==> config.mk <==
export PLATFORM = sky130hd
export DESIGN_NAME = tws_master_tx
export DESIGN_NICKNAME = d
export VERILOG_FILES = /design/src/design/tws_master_tx.v /design/src/design/tws_sync.v
export VERILOG_INCLUDE_DIRS = /design/src /design/src/design
export SDC_FILE = /design/constraint.sdc
export NUM_CORES = 1
export LEC_CHECK = 0
export ABC_AREA = 1
export ABC_CLOCK_PERIOD_IN_PS = 2500
export BUFFER_PORTS_ARGS = -buffer_cell sky130_fd_sc_hd__clkbuf_2
export CAP_MARGIN = 30
export CORE_MARGIN = 1
export CORE_UTILIZATION = 26
export CTS_CLUSTER_SIZE = 25
export DETAILED_ROUTE_END_ITERATION = 10
export GPL_TIMING_DRIVEN = 0
export PLACE_DENSITY_LB_ADDON = 0.25
export SLEW_MARGIN = 25
export SYNTH_ARGS = -nofsm -noshare
export SYNTH_HDL_FRONTEND = slang
export SYNTH_SLANG_ARGS = --single-unit
==> constraint.sdc <==
create_clock -name clk_i -period 2.5 [get_ports clk_i]
set_input_delay 0.625 -clock clk_i [delete_from_list [all_inputs] [get_ports clk_i]]
set_output_delay 0.625 -clock clk_i [all_outputs]
set_load 0.01 [all_outputs]
==> src/design/tws_consts.vh <==
/*
 * constants of the two-wire master-transmitter control block:
 * register indices, control bit positions, status codes, reset values.
 * assumes nothing; definitions only.
 */
`ifndef TWS_CONSTS_VH
`define TWS_CONSTS_VH

// register indices on the bus (8-bit data, one register per address)
`define TWS_IDX_CONTROL 3'h0
`define TWS_IDX_STATUS 3'h1
`define TWS_IDX_DATA 3'h2
`define TWS_IDX_RATE 3'h3
`define TWS_IDX_MODE 3'h4

// control register bit positions
`define TWS_CR_STEP_DONE 7
`define TWS_CR_ACK_ENABLE 6
`define TWS_CR_BEGIN_REQ 5
`define TWS_CR_END_REQ 4
`define TWS_CR_COLLISION 3
`define TWS_CR_ENABLE 2
`define TWS_CR_RESERVED 1
`define TWS_CR_IRQ_ENABLE 0

// status register: code in bits 7..3, prescaler in bits 1..0
`define TWS_STATUS_MASK 8'hF8
`define TWS_PRESC_MASK 8'h03

// status codes, bus-owner send
`define TWS_CODE_IDLE 8'hF8
`define TWS_CODE_START 8'h08
`define TWS_CODE_RESTART 8'h10
`define TWS_CODE_ADDR_ACK 8'h18
`define TWS_CODE_ADDR_NACK 8'h20
`define TWS_CODE_DATA_ACK 8'h28
`define TWS_CODE_DATA_NACK 8'h30
`define TWS_CODE_ARB_LOST 8'h38

// reset values
`define TWS_RATE_RST 8'h0A
`define TWS_MODE_RST 8'h03

// current mode encodings on mode_o
`define TWS_MODE_NONE 2'h0
`define TWS_MODE_OWNER_SEND 2'h1
`define TWS_MODE_OWNER_RECV 2'h2

`endif

==> src/design/tws_master_tx.v <==
/*
 * two-wire serial master-transmitter control with a classic wishbone
 * slave (8-bit data). drives open-drain scl/sda as output + enable.
 * assumes scl_i/sda_i are the resolved wire levels from outside the clock
 * domain, and that the wishbone master holds its request until ack.
 */
`timescale 1ns/10ps
`include "tws_consts.vh"
module tws_master_tx #(
    parameter RECV_ADDR_ACK_CODE = 8'hE0, // arbitrary code: read address acked
    parameter RECV_ADDR_NACK_CODE = 8'hE8 // arbitrary code: read address not acked
) (
    input wire clk_i,
    input wire rst_i,
    input wire wb_cyc_i,
    input wire wb_stb_i,
    input wire wb_we_i,
    input wire [2:0] wb_adr_i,
    input wire [7:0] wb_dat_i,
    output reg [7:0] wb_dat_o,
    output reg wb_ack_o,
    input wire scl_i,
    output reg scl_o,
    output reg scl_oe_o,
    input wire sda_i,
    output reg sda_o,
    output reg sda_oe_o,
    output reg [1:0] mode_o
);
    // fsm state codes
    localparam ST_IDLE = 4'h0;
    localparam ST_WAIT_FREE = 4'h1;
    localparam ST_RS_REL = 4'h2;
    localparam ST_RS_HIGH = 4'h3;
    localparam ST_START = 4'h4;
    localparam ST_START_LOW = 4'h5;
    localparam ST_BIT_LOW = 4'h6;
    localparam ST_BIT_HIGH = 4'h7;
    localparam ST_BIT_SAMP = 4'h8;
    localparam ST_HOLD = 4'h9;
    localparam ST_STOP_LOW = 4'hA;
    localparam ST_STOP_HIGH = 4'hB;
    localparam ST_STOP_REL = 4'hC;
    localparam ACK_SLOT = 4'h8; // bit counter value of the ack bit

    wire scl_s; // synchronised scl level
    wire sda_s; // synchronised sda level
    reg sda_d; // sda one cycle back, for start/stop detection
    reg bus_busy; // a start was seen and no stop yet

    // bus-side registers
    reg [7:0] data_reg; // byte to send next
    reg [7:0] rate_reg; // quarter-bit divider value
    reg [1:0] presc; // prescaler bits of the status register
    reg [3:0] mode_permit; // owner send, owner recv, addr send, addr recv
    reg collision; // write collision flag

    // control state kept beside the fsm, single writer
    reg step_done;
    reg ack_enable;
    reg begin_req;
    reg end_req;
    reg enable;
    reg irq_enable;
    reg [7:0] code; // status code, low three bits zero

    reg [3:0] state;
    reg [3:0] bit_cnt; // 0..7 data bits, 8 the ack slot
    reg [7:0] tx_byte; // shift register, msb first
    reg addr_phase; // next byte is the address byte
    reg owned; // this unit holds the bus
    reg [13:0] div_cnt; // quarter-bit divider
    reg tick; // one-cycle quarter-bit enable

    wire bus_req; // a request is pending this cycle
    wire ctrl_wr; // control register written this cycle
    wire [13:0] div_limit;

    assign bus_req = wb_cyc_i & wb_stb_i & ~wb_ack_o;
    assign ctrl_wr = bus_req & wb_we_i & (wb_adr_i == `TWS_IDX_CONTROL);
    // prescaler multiplies the quarter-bit divider limit by 1, 4, 16 or 64
    assign div_limit = {6'h00, rate_reg} << {presc, 1'b0};

    // pin levels cross into the clock domain through two flops
    tws_sync #(
        .WIDTH(2)
    ) u_sync (
        .clk_i(clk_i),
        .rst_i(rst_i),
        .d_i({scl_i, sda_i}),
        .q_o({scl_s, sda_s})
    );

    // bus-free detection: start = sda falls with scl high, stop = sda rises
    always @(posedge clk_i)
    begin
        if (rst_i)
        begin
            sda_d <= 1'b1;
            bus_busy <= 1'b0;
        end
        else
        begin
            sda_d <= sda_s;
            if (scl_s & sda_d & ~sda_s)
                bus_busy <= 1'b1; // start seen
            else if (scl_s & ~sda_d & sda_s)
                bus_busy <= 1'b0; // stop seen
        end
    end

    // quarter-bit divider; free-running so each timed state advances on tick; idle and hold do not wait for it
    always @(posedge clk_i)
    begin
        if (rst_i)
        begin
            div_cnt <= 14'h0000;
            tick <= 1'b0;
        end
        else if (div_cnt >= div_limit)
        begin
            div_cnt <= 14'h0000;
            tick <= 1'b1;
        end
        else
        begin
            div_cnt <= div_cnt + 14'h0001;
            tick <= 1'b0;
        end
    end

    // wishbone slave: ack one cycle after the request, dropped next cycle
    always @(posedge clk_i)
    begin
        if (rst_i)
        begin
            wb_ack_o <= 1'b0;
            wb_dat_o <= 8'h00;
            data_reg <= 8'hFF;
            rate_reg <= `TWS_RATE_RST;
            presc <= 2'h0;
            mode_permit <= 4'h3;
            collision <= 1'b0;
        end
        else
        begin
            wb_ack_o <= bus_req;
            if (bus_req & wb_we_i)
            begin
                case (wb_adr_i)
                    `TWS_IDX_DATA:
                    begin
                        if (step_done)
                        begin
                            data_reg <= wb_dat_i;
                            collision <= 1'b0; // a legal write clears it
                        end
                        else
                            collision <= 1'b1;
                    end
                    `TWS_IDX_STATUS: presc <= wb_dat_i[1:0];
                    `TWS_IDX_RATE: rate_reg <= wb_dat_i;
                    `TWS_IDX_MODE: mode_permit <= wb_dat_i[3:0];
                    default: ; // control handled by the fsm, others ignored
                endcase
            end
            if (bus_req & ~wb_we_i)
            begin
                case (wb_adr_i)
                    `TWS_IDX_CONTROL: wb_dat_o <= {step_done, ack_enable, begin_req,
                        end_req, collision, enable, 1'b0, irq_enable};
                    `TWS_IDX_STATUS: wb_dat_o <= (code & `TWS_STATUS_MASK)
                        | {6'h00, presc};
                    `TWS_IDX_DATA: wb_dat_o <= data_reg;
                    `TWS_IDX_RATE: wb_dat_o <= rate_reg;
                    `TWS_IDX_MODE: wb_dat_o <= {4'h0, mode_permit};
                    default: wb_dat_o <= 8'h00; // unmapped reads as zero
                endcase
            end
        end
    end

    // control register and the bus sequencer share one process so that
    // a hardware set and a software clear of one bit never race
    always @(posedge clk_i)
    begin
        if (rst_i)
        begin
            step_done <= 1'b0;
            ack_enable <= 1'b0;
            begin_req <= 1'b0;
            end_req <= 1'b0;
            enable <= 1'b0;
            irq_enable <= 1'b0;
            code <= `TWS_CODE_IDLE;
            state <= ST_IDLE;
            bit_cnt <= 4'h0;
            tx_byte <= 8'hFF;
            addr_phase <= 1'b0;
            owned <= 1'b0;
            scl_o <= 1'b0;
            sda_o <= 1'b0;
            scl_oe_o <= 1'b0;
            sda_oe_o <= 1'b0;
            mode_o <= `TWS_MODE_NONE;
        end
        else
        begin
            // software side of the control register
            if (ctrl_wr)
            begin
                ack_enable <= wb_dat_i[`TWS_CR_ACK_ENABLE];
                begin_req <= wb_dat_i[`TWS_CR_BEGIN_REQ];
                end_req <= wb_dat_i[`TWS_CR_END_REQ];
                enable <= wb_dat_i[`TWS_CR_ENABLE];
                irq_enable <= wb_dat_i[`TWS_CR_IRQ_ENABLE];
                if (wb_dat_i[`TWS_CR_STEP_DONE])
                    step_done <= 1'b0;
            end
            if (~enable)
            begin
                // disabled: release both lines and forget the bus
                state <= ST_IDLE;
                scl_oe_o <= 1'b0;
                sda_oe_o <= 1'b0;
                owned <= 1'b0;
                mode_o <= `TWS_MODE_NONE;
            end
            else
            begin
                case (state)
                    ST_IDLE:
                    begin
                        // owner modes must be permitted by software
                        if (begin_req & (mode_permit[0] | mode_permit[1]))
                            state <= ST_WAIT_FREE;
                    end
                    ST_WAIT_FREE:
                    begin
                        // both lines high and no foreign start pending
                        if (tick & ~bus_busy & scl_s & sda_s)
                            state <= ST_START;
                    end
                    ST_RS_REL:
                    begin
                        // repeated start: free sda while scl is still low
                        if (tick)
                        begin
                            sda_oe_o <= 1'b0;
                            state <= ST_RS_HIGH;
                        end
                    end
                    ST_RS_HIGH:
                    begin
                        scl_oe_o <= 1'b0;
                        // waiting on scl_s also honours clock stretching
                        if (tick & scl_s)
                            state <= ST_START;
                    end
                    ST_START:
                    begin
                        if (tick)
                        begin
                            sda_oe_o <= 1'b1; // sda falls with scl high
                            state <= ST_START_LOW;
                        end
                    end
                    ST_START_LOW:
                    begin
                        if (tick)
                        begin
                            scl_oe_o <= 1'b1;
                            code <= owned ? `TWS_CODE_RESTART : `TWS_CODE_START;
                            step_done <= 1'b1;
                            owned <= 1'b1;
                            addr_phase <= 1'b1;
                            state <= ST_HOLD;
                        end
                    end
                    ST_BIT_LOW:
                    begin
                        if (tick)
                        begin
                            scl_oe_o <= 1'b1;
                            // a one is a released line, a zero pulled low
                            if (bit_cnt == ACK_SLOT)
                                sda_oe_o <= 1'b0;
                            else
                                sda_oe_o <= ~tx_byte[7];
                            state <= ST_BIT_HIGH;
                        end
                    end
                    ST_BIT_HIGH:
                    begin
                        scl_oe_o <= 1'b0;
                        if (tick & scl_s)
                            state <= ST_BIT_SAMP;
                    end
                    ST_BIT_SAMP:
                    begin
                        if (tick)
                        begin
                            if (bit_cnt != ACK_SLOT)
                            begin
                                if (tx_byte[7] & ~sda_s)
                                begin
                                    // someone else pulled low: arbitration lost
                                    scl_oe_o <= 1'b0;
                                    sda_oe_o <= 1'b0;
                                    owned <= 1'b0;
                                    mode_o <= `TWS_MODE_NONE;
                                    code <= `TWS_CODE_ARB_LOST;
                                    step_done <= 1'b1;
                                    state <= ST_HOLD;
                                end
                                else
                                begin
                                    scl_oe_o <= 1'b1;
                                    tx_byte <= {tx_byte[6:0], 1'b1};
                                    bit_cnt <= bit_cnt + 4'h1;
                                    state <= ST_BIT_LOW;
                                end
                            end
                            else
                            begin
                                // ack slot: low is ack, high is not-ack
                                scl_oe_o <= 1'b1;
                                step_done <= 1'b1;
                                addr_phase <= 1'b0;
                                if (addr_phase & (mode_o == `TWS_MODE_OWNER_RECV))
                                    code <= sda_s ? RECV_ADDR_NACK_CODE : RECV_ADDR_ACK_CODE;
                                else if (addr_phase)
                                    code <= sda_s ? `TWS_CODE_ADDR_NACK
                                        : `TWS_CODE_ADDR_ACK;
                                else
                                    code <= sda_s ? `TWS_CODE_DATA_NACK
                                        : `TWS_CODE_DATA_ACK;
                                state <= ST_HOLD;
                            end
                        end
                    end
                    ST_HOLD:
                    begin
                        // scl stays low while the flag is up; after a lost arbitration it is left released
                        if (~step_done)
                        begin
                            if (~owned)
                                // after a lost arbitration: retry or release
                                state <= begin_req ? ST_WAIT_FREE : ST_IDLE;
                            else if (end_req)
                                state <= ST_STOP_LOW;
                            else if (begin_req)
                                state <= ST_RS_REL;
                            else if (addr_phase | (mode_o == `TWS_MODE_OWNER_SEND))
                            begin
                                // send the loaded byte; the address bit
                                // picks the owner direction
                                tx_byte <= data_reg;
                                bit_cnt <= 4'h0;
                                if (addr_phase)
                                    mode_o <= data_reg[0] ? `TWS_MODE_OWNER_RECV
                                        : `TWS_MODE_OWNER_SEND;
                                state <= ST_BIT_LOW;
                            end
                            // receive data phase is not built: stays here
                        end
                    end
                    ST_STOP_LOW:
                    begin
                        if (tick)
                        begin
                            sda_oe_o <= 1'b1; // sda low under low scl
                            state <= ST_STOP_HIGH;
                        end
                    end
                    ST_STOP_HIGH:
                    begin
                        scl_oe_o <= 1'b0;
                        if (tick & scl_s)
                            state <= ST_STOP_REL;
                    end
                    ST_STOP_REL:
                    begin
                        if (tick)
                        begin
                            sda_oe_o <= 1'b0; // sda rises with scl high
                            end_req <= 1'b0;
                            owned <= 1'b0;
                            mode_o <= `TWS_MODE_NONE;
                            code <= `TWS_CODE_IDLE;
                            // stop then start when both were requested
                            state <= begin_req ? ST_WAIT_FREE : ST_IDLE;
                        end
                    end
                    default: state <= ST_IDLE;
                endcase
            end
        end
    end
endmodule

==> src/design/tws_sync.v <==
/*
 * two flip-flop synchroniser, WIDTH bits wide.
 * assumes each bit is an independent level; no word coherence across bits.
 */
`timescale 1ns/10ps
module tws_sync #(
    parameter WIDTH = 1
) (
    input wire clk_i,
    input wire rst_i,
    input wire [WIDTH-1:0] d_i,
    output wire [WIDTH-1:0] q_o
);
    reg [WIDTH-1:0] meta; // first stage, read only by the second stage
    reg [WIDTH-1:0] stable; // second stage, safe to use

    // both stages reset high: an idle open-drain line reads high
    always @(posedge clk_i)
    begin
        if (rst_i)
        begin
            meta <= {WIDTH{1'b1}};
            stable <= {WIDTH{1'b1}};
        end
        else
        begin
            meta <= d_i;
            stable <= meta;
        end
    end

    assign q_o = stable;
endmodule

==> flow_metrics.tcl <==
set metrics [dict create \
    area_growth_pct 15.9 \
    drtIter0Drc 261 \
    synthCells 687 \
    cts.sinks 85 \
    io_pins 33 \
    grt_use_total_pct 15.6 \
    start_util_pct 26.7 \
    antenna_found_initial 0 \
    layout.nets 765 \
    diodes 0 \
    endpoint_kind "register" \
    crit_arrival_ns 2.58 \
    async_reset_ff_share_pct 0 \
    mostFrequentLayoutCells "171 x nand2_1, 88 x nor2_1, 84 x dfxtp_1" \
    final.period_utilization_pct 91.5 \
    final_util_pct 31.0 \
    final_cell_count_no_fill 959 \
    synth_area_leader_cell "dfxtp_1" \
    yosysWarnings 0 \
    synthFlopType "dfxtp_1" \
    ys_ff_latch 85 \
    numCtsBuffers 9 \
    place_area_sq_um 5080 \
    gr-total-overflow 0 \
    yosysSeqAreaShare_pct 36.6 \
    cp_data_required_time_ns 2.79 \
    setup_viol 0 \
    postRouteAntennaNets 0 \
    grt_pass1_wl_um 21600 \
    synth_enable_flop_cells 0 \
    grt_start_max_net_pins 15 \
    cts_root_buffer "clkbuf_16" \
    hold_viol 0 \
    comb_power_share_pct 5.6 \
    p_seq_share_pct 47.6 \
    fmax_mhz 437 \
    synth_cell_types 40 \
    power_frac_clock_pct 46.9 \
    place_inst 942 \
    synth_top_area_share_pct 36.6 \
    rsz0062_at_grt "no" \
    grt_pass1_vias 3999 \
    syn_area_sq_um 4650 \
    switching_share_pct 24.6 \
    synth_area_leaders "dfxtp_1 37%, nand2_1 14%, nor2_1 7.1%" \
    vias 4407 \
    leakage_nw 2.40 \
    fin_crit_ns 2.29 \
    power_switching_w 0.000715 \
    path_max_fanout 10 \
    vdd_drop_max_uv 385 \
    htreeDepth 3 \
    layout-drive-gt1-share_pct 12.0 \
    largest_reg_flops 14 \
    min_path_type "register to register" \
    rows 48 \
    routed_wl_um 13500 \
    p_per_area_nw_per_um2 540 \
    regMostFlops "div_cnt" \
    wl_per_cell_um 14.1 \
    critical_path_class "register to register" \
    slew_violations 0 \
    clock_skew_ns 0.00896 \
    worstSetupStartpointType "register" \
    cts_max_path_buffers 2 \
    io_buffers 29 \
    synth.avg_cell_area_sq_um 6.77 \
    worst_hold_slack_ns 0.410 \
    intPower_w 0.00220 \
    fill_cells 1972 \
    cts_tree "built" \
    status "finished, final reports clean" \
    viasPerCell 4.60 \
    max_slew.worst_pin.slew_ns 0.697 \
    first_pass_iters 5 \
    tns_ns 0 \
    dieWidth_um 136 \
    die_area_sq_um 18400 \
    die_h_um 136 \
    drc_errors 0 \
    layout_commonest_cell "nand2_1" \
    gp_congestion 0.871 \
    fin_area_sq_um 5390 \
    cts.clk_slew.worst_paths_ns 0.07 \
    clock_latency_ns 0.36 \
    core-area_sq_um 17400 \
    maxCapViolCount 0 \
    dp_hpwl_um 10400 \
    slew_headroom_pct 53.6 \
]
[cell usage after synthesis, types with 2 or more instances]
cell,number
nand2_1,171
nor2_1,88
dfxtp_1,85
inv_1,68
nand3_1,60
o21ai_0,58
a21oi_1,37
ha_1,18
clkbuf_1,10
xor2_1,10
or2_2,8
nand4_1,7
nor3_1,6
o211ai_1,6
o2111ai_1,5
xnor2_1,5
buf_2,4
inv_2,4
nor2_2,4
a21oi_2,3
nand3_2,3
nand3b_1,3
nor2_4,3
buf_4,2
buf_6,2
nand2_2,2
o22ai_1,2
[logic make-up (layout without fill, tap and decap cells)]
group,after synthesis,count (layout),synth area share (%)
DFF,85,85,36.6
adders and majority gates,18,18,4.84
xor gates and xnor gates,15,15,2.82
buffers and inverters,91,137,7.93
AOI/OAI and AO/OA,119,119,14.3
and+or+nand+nor,358,358,33.5
other,1,2,0.0806
[critical path, cell delays in order, from the launching register on]
cell and delay [ns]:
dfxtp_1 0.43, clkbuf_4 0.23, o21ai_0 0.13, o21ai_0 0.20, ha_1 0.27, nand2_1 0.10, o21bai_1 0.12, a21oi_1 0.08
nor2_1 0.16, nand4_1 0.16, buf_2 0.22, nor2_1 0.11
[per-stage QoR]
step,setup WS [ns],total power [W]
floorplan,0.307,0.00151
global placement,-0.265,0.00158
detailed placement,-0.299,0.00158
CTS,0.0690,0.00295
global route,0.00391,0.00302
finish,0.213,0.00291
[layer usage]
layer  GRT usage, %  routed length [um]
met5              0                   0
met4           6.74                  55
met3           2.24                 462
met2           21.9                5670
met1           23.2                7300
[layout make-up]
| cell class | instances | area [sq um] | share of cell area (%) |
|---|---|---|---|
| clock inverter | 6 | 63.8 | 1.18 |
| inverter | 73 | 274 | 5.08 |
| sequential | 85 | 1700 | 31.6 |
| clock buffer | 10 | 229 | 4.25 |
| timing repair buffer | 30 | 153 | 2.83 |
| buffer | 18 | 101 | 1.88 |
| multi-input combinational | 512 | 2590 | 48.0 |
| tap | 225 | 282 | 5.22 |
[what timing repair did]
action,4_1_cts,5_1_grt
buffers inserted,1,0
hold buffers,0,0
setup endpoints to repair,10,14
pin swaps,1,0
resized for setup,2,8
[worst paths after layout]
path	from	endpoint	slack, ns	depth (start not counted)
worst max-delay path	presc[0]	div_cnt[6]	0.21	11
worst min-delay path	u_sync.meta[0]	u_sync.q_o[0]	0.41	1
worst max register to register	presc[0]	div_cnt[6]	0.21	11
worst min register to register	u_sync.meta[0]	u_sync.q_o[0]	0.41	1
[power by group through the flow]
stage	clock network, W	logic (W)	registers, W
floorplan	0	0.0000938	0.00141
global placement	0	0.000161	0.00142
detailed placement	0	0.000160	0.00142
CTS	0.00140	0.000163	0.00138
global route	0.00145	0.000184	0.00139
finish	0.00137	0.000162	0.00139
Power figures use the tool's default switching activity.
